**src/logic/ctrd_regs.vh**
```
/*
  constants for the core timer run/direction/toggle block: register byte
  offsets, control field positions, reset values, mode codes.
  assumes inclusion by bare name from design files of this block.
*/
`ifndef CTRD_REGS_VH
`define CTRD_REGS_VH
// How it works
// with output enable set, the toggle output pin carries the overflow toggle latch.
// with output enable clear, the toggle output pin is driven high.
// external direction enable at bit 8 connects or disconnects the external direction pin.
// the run bit at bit 6 starts and stops the core timer in every mode.
// mode field bits 5..3 selects timer, counter, gated low, gated high, rotation and edge modes; 100 and 101 reserved.
// input parameter field bits 2..0 is decoded per mode group.
// in gated modes the timer counts only with run set and gate at its active level.
// an auxiliary timer with remote control set is started and stopped by the core run bit.
// direction is the software bit, or the software bit xor the external pin when enabled; 1 is down.
// the direction status flag reads 0 for up and 1 for down.
// direction may change at any time, running or not.
// each overflow or underflow toggles the latch and the shadow follows it.
// the shadow equals the latch delayed by one clock cycle.
// a software write of the latch sets latch and shadow together, giving no trigger edge.
// latch and shadow go to both auxiliary timers as trigger sources.
// a software write of the count register wins over a hardware update in the same cycle.
// overflow is ffff to 0000 counting up, underflow is 0000 to ffff counting down.
`define CTRD_OFF_CTRL 8'h00
`define CTRD_OFF_COUNT 8'h04
`define CTRD_OFF_AUX 8'h08
`define CTRD_OFF_STAT 8'h0C
`define CTRD_OFF_MASK 8'h10
`define CTRD_CTRL_RST 16'h0000
`define CTRD_COUNT_RST 16'h0000
`define CTRD_BIT_RDIR 15
`define CTRD_BIT_CHDIR 14
`define CTRD_BIT_EDGE 13
`define CTRD_BIT_OTL 10
`define CTRD_BIT_OE 9
`define CTRD_BIT_UDE 8
`define CTRD_BIT_UD 7
`define CTRD_BIT_RUN 6
`define CTRD_MODE_HI 5
`define CTRD_MODE_LO 3
`define CTRD_PAR_HI 2
`define CTRD_PAR_LO 0
`define CTRD_MODE_TIMER 3'h0
`define CTRD_MODE_COUNTER 3'h1
`define CTRD_MODE_GATE_LO 3'h2
`define CTRD_MODE_GATE_HI 3'h3
`define CTRD_MODE_ROT 3'h6
`define CTRD_MODE_EDGE 3'h7
`define CTRD_CTRL_WMASK 16'h07FF
`define CTRD_ST_OVF 0
`define CTRD_ST_UNF 1
`define CTRD_ST_DIR 2
`define CTRD_ST_EDGE 3
`define CTRD_ST_W 4
`endif

```
**src/logic/ctrd_toggle.v**
```verilog
/*
  overflow toggle latch with its one-cycle shadow.
  assumes one clock aclk and a synchronous active-low reset.
*/
`timescale 1ns/100ps
`default_nettype none
module ctrd_toggle (
  input wire aclk,
  input wire aresetn,
  input wire wrap,
  input wire sw_we,
  input wire sw_val,
  output reg latch_q,
  output reg shadow_q
);
  // software write beats a wrap, and loads both so no edge appears
  always @(posedge aclk) begin
    if (!aresetn) begin
      latch_q <= 1'b0;
      shadow_q <= 1'b0;
    end else if (sw_we) begin
      latch_q <= sw_val;
      shadow_q <= sw_val;
    end else begin
      if (wrap) begin
        latch_q <= ~latch_q;
      end
      shadow_q <= latch_q;
    end
  end
endmodule
`default_nettype wire

```
**src/logic/ctrd_core.v**
```verilog
/*
  core timer control: control register, 16-bit count, run/gate/direction,
  counter and incremental input decode, toggle latch, aux triggers, irq.
  assumes an axi4-lite master on aclk; gate and direction pins are async
  and pass two flip-flops; count_tick is a prescaled enable from same domain.
*/
`timescale 1ns/100ps
`default_nettype none
`include "ctrd_regs.vh"
module ctrd_core (
  input wire aclk,
  input wire aresetn,
  input wire [7:0] s_axi_awaddr,
  input wire s_axi_awvalid,
  output wire s_axi_awready,
  input wire [31:0] s_axi_wdata,
  input wire [3:0] s_axi_wstrb,
  input wire s_axi_wvalid,
  output wire s_axi_wready,
  output reg [1:0] s_axi_bresp,
  output reg s_axi_bvalid,
  input wire s_axi_bready,
  input wire [7:0] s_axi_araddr,
  input wire s_axi_arvalid,
  output wire s_axi_arready,
  output reg [31:0] s_axi_rdata,
  output reg [1:0] s_axi_rresp,
  output reg s_axi_rvalid,
  input wire s_axi_rready,
  input wire count_tick,
  input wire timer_in_pin,
  input wire external_direction_pin,
  output wire toggle_output_pin,
  output wire toggle_latch_out,
  output wire toggle_shadow_out,
  output wire aux_a_run,
  output wire aux_b_run,
  output wire irq
);
  // control bits 15..10 are rebuilt on read from the flags and the toggle latch
  reg [15:0] ctrl_q;
  reg [15:0] count_q;
  reg [1:0] aux_rc_q;
  reg [`CTRD_ST_W-1:0] stat_q;
  reg [`CTRD_ST_W-1:0] mask_q;
  reg chdir_q;
  reg edgef_q;
  reg [1:0] tin_sync_q;
  reg [1:0] eud_sync_q;
  reg tin_prev_q;
  reg eud_prev_q;
  reg dir_prev_q;
  reg [7:0] awaddr_q;
  reg aw_full_q;
  reg [31:0] wdata_q;
  reg [3:0] wstrb_q;
  reg w_full_q;
  wire tin;
  wire eud;
  wire [2:0] mode;
  wire [2:0] par;
  wire run;
  wire ude;
  wire dir_down;
  wire gate_ok;
  wire tin_rise;
  wire tin_fall;
  wire eud_rise;
  wire eud_fall;
  reg step;
  reg step_down;
  wire wrap;
  wire otl_q;
  wire do_write;
  wire do_read;
  wire wr_ctrl;
  wire wr_count;
  wire [7:0] wa;
  wire [31:0] wd;
  wire [3:0] ws;
  reg [31:0] rd;
  reg rd_ok;
  wire [`CTRD_ST_W-1:0] ev;

  // two-stage synchronisers; only the second stage is read
  always @(posedge aclk) begin
    if (!aresetn) begin
      tin_sync_q <= 2'b00;
      eud_sync_q <= 2'b00;
      tin_prev_q <= 1'b0;
      eud_prev_q <= 1'b0;
    end else begin
      tin_sync_q <= {tin_sync_q[0], timer_in_pin};
      eud_sync_q <= {eud_sync_q[0], external_direction_pin};
      tin_prev_q <= tin_sync_q[1];
      eud_prev_q <= eud_sync_q[1];
    end
  end
  assign tin = tin_sync_q[1];
  assign eud = eud_sync_q[1];
  assign tin_rise = tin & ~tin_prev_q;
  assign tin_fall = ~tin & tin_prev_q;
  assign eud_rise = eud & ~eud_prev_q;
  assign eud_fall = ~eud & eud_prev_q;

  // control fields
  assign mode = ctrl_q[`CTRD_MODE_HI:`CTRD_MODE_LO];
  assign par = ctrl_q[`CTRD_PAR_HI:`CTRD_PAR_LO];
  assign run = ctrl_q[`CTRD_BIT_RUN];
  assign ude = ctrl_q[`CTRD_BIT_UDE];
  // pin only matters when enabled; plain combinational so a change lands at once
  assign dir_down = ctrl_q[`CTRD_BIT_UD] ^ (ude & eud);
  assign gate_ok = (mode == `CTRD_MODE_GATE_LO) ? ~tin : tin;

  // per-mode count request; reserved modes and parameters never count
  always @* begin
    step = 1'b0;
    step_down = dir_down;
    case (mode)
      // a tick held high counts on every cycle it stands
      `CTRD_MODE_TIMER: begin
        step = count_tick;
      end
      `CTRD_MODE_GATE_LO, `CTRD_MODE_GATE_HI: begin
        step = count_tick & gate_ok;
      end
      `CTRD_MODE_COUNTER: begin
        // rising, falling or either edge of the synchronised input
        case (par)
          3'h1: step = tin_rise;
          3'h2: step = tin_fall;
          3'h3: step = tin_rise | tin_fall;
          default: step = 1'b0;
        endcase
      end
      `CTRD_MODE_ROT, `CTRD_MODE_EDGE: begin
        // quadrature: direction from edge versus level of the other input
        if ((par == 3'h1 || par == 3'h3) && (tin_rise || tin_fall)) begin
          step = 1'b1;
          step_down = (tin_rise ~^ eud) ^ ctrl_q[`CTRD_BIT_UD];
        end else if ((par == 3'h2 || par == 3'h3) && (eud_rise || eud_fall)) begin
          step = 1'b1;
          step_down = (eud_rise ^ tin) ^ ctrl_q[`CTRD_BIT_UD];
        end
      end
      default: step = 1'b0;
    endcase
    // run gates every mode last, so reserved codes stay stopped as well
    step = step & run;
  end

  // wrap both ways of the 16-bit counter
  assign wrap = step & (step_down ? (count_q == 16'h0000) : (count_q == 16'hFFFF));

  // axi write: address and data latched in either order, then one response
  assign s_axi_awready = ~aw_full_q & ~s_axi_bvalid;
  assign s_axi_wready = ~w_full_q & ~s_axi_bvalid;
  // a held channel wins; a live one only counts when taken this cycle
  assign wa = aw_full_q ? awaddr_q : s_axi_awaddr;
  assign wd = w_full_q ? wdata_q : s_axi_wdata;
  assign ws = w_full_q ? wstrb_q : s_axi_wstrb;
  assign do_write = (aw_full_q | (s_axi_awvalid & s_axi_awready)) &
                    (w_full_q | (s_axi_wvalid & s_axi_wready));
  assign wr_ctrl = do_write & (wa == `CTRD_OFF_CTRL);
  assign wr_count = do_write & (wa == `CTRD_OFF_COUNT);

  always @(posedge aclk) begin
    if (!aresetn) begin
      aw_full_q <= 1'b0;
      w_full_q <= 1'b0;
      awaddr_q <= 8'h00;
      wdata_q <= 32'h0000_0000;
      wstrb_q <= 4'h0;
      s_axi_bvalid <= 1'b0;
      s_axi_bresp <= 2'b00;
    end else begin
      if (do_write) begin
        aw_full_q <= 1'b0;
        w_full_q <= 1'b0;
        s_axi_bvalid <= 1'b1;
        s_axi_bresp <= (wa == `CTRD_OFF_CTRL || wa == `CTRD_OFF_COUNT || wa == `CTRD_OFF_AUX ||
                        wa == `CTRD_OFF_STAT || wa == `CTRD_OFF_MASK) ? 2'b00 : 2'b10;
      end else begin
        if (s_axi_awvalid & s_axi_awready) begin
          aw_full_q <= 1'b1;
          awaddr_q <= s_axi_awaddr;
        end
        if (s_axi_wvalid & s_axi_wready) begin
          w_full_q <= 1'b1;
          wdata_q <= s_axi_wdata;
          wstrb_q <= s_axi_wstrb;
        end
        if (s_axi_bvalid & s_axi_bready) begin
          s_axi_bvalid <= 1'b0;
        end
      end
    end
  end

  // control, aux remote-control and mask registers; only low two lanes used
  always @(posedge aclk) begin
    if (!aresetn) begin
      ctrl_q <= `CTRD_CTRL_RST;
      aux_rc_q <= 2'b00;
      mask_q <= {`CTRD_ST_W{1'b0}};
    end else if (do_write) begin
      if (wa == `CTRD_OFF_CTRL) begin
        if (ws[0]) ctrl_q[7:0] <= wd[7:0];
        // lane 1 also reloads the toggle pair; the latch bit itself lives there
        if (ws[1]) ctrl_q[9:8] <= wd[9:8];
      end
      if (wa == `CTRD_OFF_AUX && ws[0]) aux_rc_q <= wd[1:0];
      if (wa == `CTRD_OFF_MASK && ws[0]) mask_q <= wd[`CTRD_ST_W-1:0];
    end
  end

  // core count; a software write beats any same-cycle hardware step
  always @(posedge aclk) begin
    if (!aresetn) begin
      count_q <= `CTRD_COUNT_RST;
    end else if (wr_count) begin
      if (ws[0]) count_q[7:0] <= wd[7:0];
      if (ws[1]) count_q[15:8] <= wd[15:8];
    end else if (step) begin
      count_q <= step_down ? count_q - 16'h0001 : count_q + 16'h0001;
    end
  end

  // toggle latch pair; software write of the latch bit loads both
  ctrd_toggle u_toggle (
    .aclk(aclk),
    .aresetn(aresetn),
    .wrap(wrap),
    .sw_we(wr_ctrl & ws[1]),
    .sw_val(wd[`CTRD_BIT_OTL]),
    .latch_q(otl_q),
    .shadow_q(toggle_shadow_out)
  );
  assign toggle_latch_out = otl_q;
  // a disabled output idles high so external hardware sees no overflow
  assign toggle_output_pin = ctrl_q[`CTRD_BIT_OE] ? otl_q : 1'b1;
  assign aux_a_run = aux_rc_q[0] & run;
  assign aux_b_run = aux_rc_q[1] & run;

  // hardware-set direction change and edge flags in the control word
  always @(posedge aclk) begin
    if (!aresetn) begin
      dir_prev_q <= 1'b0;
      chdir_q <= 1'b0;
      edgef_q <= 1'b0;
    end else begin
      dir_prev_q <= dir_down;
      if (dir_down != dir_prev_q) chdir_q <= 1'b1;
      else if (wr_ctrl & ws[1] & ~wd[`CTRD_BIT_CHDIR]) chdir_q <= 1'b0;
      if (step) edgef_q <= 1'b1;
      else if (wr_ctrl & ws[1] & ~wd[`CTRD_BIT_EDGE]) edgef_q <= 1'b0;
    end
  end

  // sticky events; set wins over the clear-on-read
  assign ev = {step, dir_down != dir_prev_q, wrap & step_down, wrap & ~step_down};
  always @(posedge aclk) begin
    if (!aresetn) begin
      stat_q <= {`CTRD_ST_W{1'b0}};
    end else if (do_read && s_axi_araddr == `CTRD_OFF_STAT) begin
      stat_q <= ev;
    end else begin
      stat_q <= stat_q | ev;
    end
  end
  assign irq = |(stat_q & mask_q);

  // axi read: one-cycle answer, held until rready
  assign s_axi_arready = ~s_axi_rvalid;
  assign do_read = s_axi_arvalid & s_axi_arready;
  always @* begin
    rd = 32'h0000_0000;
    rd_ok = 1'b1;
    case (s_axi_araddr)
      `CTRD_OFF_CTRL: rd[15:0] = {dir_down, chdir_q, edgef_q, 2'b00, otl_q, ctrl_q[9:0]};
      `CTRD_OFF_COUNT: rd[15:0] = count_q;
      `CTRD_OFF_AUX: rd[1:0] = aux_rc_q;
      `CTRD_OFF_STAT: rd[`CTRD_ST_W-1:0] = stat_q;
      `CTRD_OFF_MASK: rd[`CTRD_ST_W-1:0] = mask_q;
      default: rd_ok = 1'b0;
    endcase
  end
  // registered read data stands unchanged until rready is seen
  always @(posedge aclk) begin
    if (!aresetn) begin
      s_axi_rvalid <= 1'b0;
      s_axi_rdata <= 32'h0000_0000;
      s_axi_rresp <= 2'b00;
    end else if (do_read) begin
      s_axi_rvalid <= 1'b1;
      s_axi_rdata <= rd;
      s_axi_rresp <= rd_ok ? 2'b00 : 2'b10;
    end else if (s_axi_rready) begin
      s_axi_rvalid <= 1'b0;
    end
  end
endmodule
`default_nettype wire

```
**config.mk**
```make
export PLATFORM = sky130hd
export DESIGN_NAME = ctrd_core
export DESIGN_NICKNAME = d
export VERILOG_FILES = /design/src/logic/ctrd_toggle.v /design/src/logic/ctrd_core.v
export VERILOG_INCLUDE_DIRS = /design/src /design/src/logic
export SDC_FILE = /design/constraint.sdc
export NUM_CORES = 1
export LEC_CHECK = 0
export BUFFER_PORTS_ARGS = -buffer_cell sky130_fd_sc_hd__buf_2
export CORE_MARGIN = 5
export CORE_UTILIZATION = 40
export DETAILED_ROUTE_END_ITERATION = 7
export GPL_ROUTABILITY_DRIVEN = 0
export SLEW_MARGIN = 5
export SYNTH_ARGS = -nofsm -noshare
export SYNTH_HDL_FRONTEND = slang
export SYNTH_SLANG_ARGS = --single-unit
```
**constraint.sdc**
```tcl
create_clock -name aclk -period 6.3 [get_ports aclk]
set_clock_uncertainty 0.05 [all_clocks]
set_input_delay 0.63 -clock aclk [delete_from_list [all_inputs] [get_ports aclk]]
set_output_delay 0.63 -clock aclk [all_outputs]
set_load 0.05 [all_outputs]
```
==> flow_metrics.env <==
export IMPL_outcome="complete, no violations"
export IMPL_max_clock_freq_mhz=226
export IMPL_grt_ovfl_total=0
export IMPL_start_util_pct=40.6
export IMPL_grt_pass1_wl_mm=23.9
export IMPL_vias_per_cell=5.51
export IMPL_synthSimpleGateAreaFrac_pct=20.7
export IMPL_ctsRootBufferMaster="clkbuf_16"
export IMPL_dr_pass1_iters=5
export IMPL_layout_drive_gt1_share_pct=16.7
export IMPL_power_frac_clock_pct=41.5
export IMPL_nFillCells=1313
export IMPL_cts_setup_buffers=0
export IMPL_worst_path_max_fanout=18
export IMPL_synth_compound_area_share_pct=18.8
export IMPL_synth_avg_cell_area_um2=8.32
export IMPL_async_flop_share_pct=0
export IMPL_fp_coreArea_um2=13200
export IMPL_critPathSlowestCell="o21a_1"
export IMPL_drcViolationCount=0
export IMPL_synthFlopType="dfxtp_1"
export IMPL_tns_ns=0
export IMPL_yosysSeqAreaShare_pct=35.6
export IMPL_drt_iter0_markers=318
export IMPL_port_buffers=72
export IMPL_dieArea_um2=15800
export IMPL_worstSetupEndpointType="flop"
export IMPL_finalNetCount=778
export IMPL_synthToLayoutAreaGrowth_pct=13.1
export IMPL_power_frac_comb_pct=12.9
export IMPL_syn_inst=643
export IMPL_max_stage_delay_ns=0.63
export IMPL_final_cell_mix="95 x dfxtp_1, 88 x nor2_1, 72 x buf_2"
export IMPL_routed_wl_mm=14.7
export IMPL_yosysTopAreaCell="dfxtp_1"
export IMPL_setup_violations=0
export IMPL_p_int_uw=1000
export IMPL_cts_tree="done"
export IMPL_pwr_share_seq_pct=45.6
export IMPL_die_y_um=126
export IMPL_numCtsBuffers=9
export IMPL_hold_viol=0
export IMPL_antenna_left=0
export IMPL_rsz0062_at_grt="no"
export IMPL_postCtsHoldBufs=0
export IMPL_synth_top_family_by_area="simple AND/OR/NAND/NOR gates"
export IMPL_synth_area_um2=5350
export IMPL_switchingPower_uw=376
export IMPL_wire_per_inst_um=16.8
export IMPL_path_cells="inv_1 > ha_1 > nor2b_1 > nor2b_1 > a22oi_1 > o21a_1 > inv_1 > fa_1 > nor2b_1 > o21ai_0 > a21oi_1 > o21ai_0 > o2111a_1 > a311oi_1 > a2111oi_2"
export IMPL_swShare_pct=27.3
export IMPL_fin_crit_sh_pct=70.2
export IMPL_criticalPathCategory="reg -> reg"
export IMPL_ys_ff_latch=95
export IMPL_min_period_ns=4.42
export IMPL_worstPathRequired_ns=6.44
export IMPL_hold_path_class="reg -> reg"
export IMPL_ios=109
export IMPL_cts_sinks=95
export IMPL_fin_ws_ns=1.88
export IMPL_cpMostUsedCell="nor2b_1"
export IMPL_tightest_slew_ns=0.930
export IMPL_powerDensity_nw_per_um2=227
export IMPL_place_ws_ns=1.94
export IMPL_rows=42
export IMPL_antenna_found_initial=0
export IMPL_p_leak_nw=2.64
export IMPL_grt_pass1_vias=4631
export IMPL_post_cts_resized=0
export IMPL_yosys_warnings=0
export IMPL_drv_cap=0
export IMPL_synth_top_cell_area_share_pct=35.6
export IMPL_start_kind="flop"
export IMPL_grt_usage_pct=18.8
export IMPL_synth_area_top_cells="dfxtp_1 36%, mux2i_1 8.2%, nor2_1 6.2%, a21oi_1 6.0%, ha_1 4.4%"
export IMPL_hpwl_mm=10.8
export IMPL_die_w_um=126
export IMPL_worst_endpoint_arrival_ns=4.57
export IMPL_synthXorXnorAreaFrac_pct=2.29
export IMPL_muxShareOfSynthArea_pct=11.6
export IMPL_h_tree_depth=3
export IMPL_cts_buffer_depth=2
export IMPL_grt_max_degree=86
export IMPL_vias=4835
export IMPL_clock_latency_ns=0.35
export IMPL_final_common_cell="dfxtp_1"
export IMPL_slew_limit_headroom_pct=38.0
export IMPL_synth_edf_count=0
export IMPL_drv_slew=0
export IMPL_antennaDiodeCount=0
export IMPL_synthAdderAreaFrac_pct=4.82
export IMPL_path_clk_slew_ns=0.07
export IMPL_vdd_drop_max_mv=0.185
export IMPL_yosys_cell_types_count=64
## layer usage
layer	wire (µm)	part of all wire, %	global-route usage (%)
met5	0	0	0
met4	214	1.5	5.80
met3	855	5.8	4.45
met2	6720	46	29.8
met1	6910	47	25.4
## power by group through the flow
stage / clock network (mW) / logic, mW / registers (mW)
after floorplan: 0 / 0.126 / 0.649
after global placement: 0 / 0.174 / 0.640
after detailed placement: 0 / 0.177 / 0.640
after CTS: 0.586 / 0.178 / 0.627
after global routing: 0.611 / 0.191 / 0.629
final: 0.571 / 0.177 / 0.627
## cell usage after synthesis (all sizes together) (2+ instances only)
library cell / count
nor3: 12
a21o: 9
nand2: 59
o21ai: 24
dfxtp: 95
nor3b: 4
xnor2: 8
or4: 3
nor2b: 12
o211ai: 8
a211oi: 10
and3: 7
mux2: 16
nor2: 89
o21bai: 4
or3b: 2
a31oi: 4
a21oi: 64
nand3: 7
a222oi: 2
mux2i: 44
and2: 7
nand3b: 5
a21boi: 2
o21a: 2
inv: 16
nand4: 5
buf: 24
a2111oi: 2
a221oi: 3
a22oi: 7
o22ai: 3
nand2b: 4
nor4: 7
clkbuf: 25
xor2: 6
or3: 5
ha: 19
## area by class of cell
type | count | area, µm² | area share, %
Multi-Input combinational cell | 500 | 3180 | 52.6
Sequential cell | 95 | 1900 | 31.5
Timing Repair Buffer | 74 | 375 | 6.21
Clock buffer | 12 | 256 | 4.24
Tap cell | 176 | 220 | 3.64
Inverter | 16 | 60.1 | 0.993
Clock inverter | 4 | 52.6 | 0.869
## kinds of logic after synthesis
group | after synthesis
other cells | 1
mux | 60
fa+ha+maj | 20
xor+xnor | 14
simple gates | 233
buf+inv | 65
compound gates | 155
flops | 95
## state kept, by name, indices dropped and copies added, names as in the netlist, 2 cells and up
register     cells
tin_sync_q       2
ctrl_q          10
awaddr_q         8
stat_q           4
s_axi_rdata     16
mask_q           4
aux_rc_q         2
eud_sync_q       2
wdata_q         16
wstrb_q          2
count_q         16
## critical path, delay by kind of cell (launching register included)
family                   cells  cell delay (ns)
AO/OA/AOI/OAI                8             2.17
buffers and inverters        2             0.38
adder cells (fa/ha/maj)      2             0.78
AND/OR/NAND/NOR              3             0.46
flip-flops                   1             0.41
## per-stage QoR
stage / utilization (%) / area [µm²] / power, mW / hold slack (ns) / std cells
2_1_floorplan: - / 5410 / 0.775 / 0.362 / 660
4_1_cts: 45.8 / 6050 / 1.39 / 0.387 / 877
3_3_place_gp: 43.5 / 5740 / 0.814 / 0.374 / 861
3_5_place_dp: 43.5 / 5740 / 0.817 / 0.370 / 861
5_1_grt: 45.8 / 6050 / 1.43 / 0.401 / 877
6_report: 45.8 / 6050 / 1.38 / 0.385 / 877
## worst paths after layout
path	startpoint	endpoint	slack, ns	depth (start not counted)
setup / recovery	tin_sync_q[1]$_SDFF_PN0_	count_q[12]$_SDFFE_PN0P_	1.88	15
setup reg to reg	tin_sync_q[1]$_SDFF_PN0_	count_q[12]$_SDFFE_PN0P_	1.88	15
hold / removal	tin_sync_q[0]$_SDFF_PN0_	tin_sync_q[1]$_SDFF_PN0_	0.38	1
hold reg to reg	tin_sync_q[0]$_SDFF_PN0_	tin_sync_q[1]$_SDFF_PN0_	0.38	1
Power figures use the tool's default switching activity.
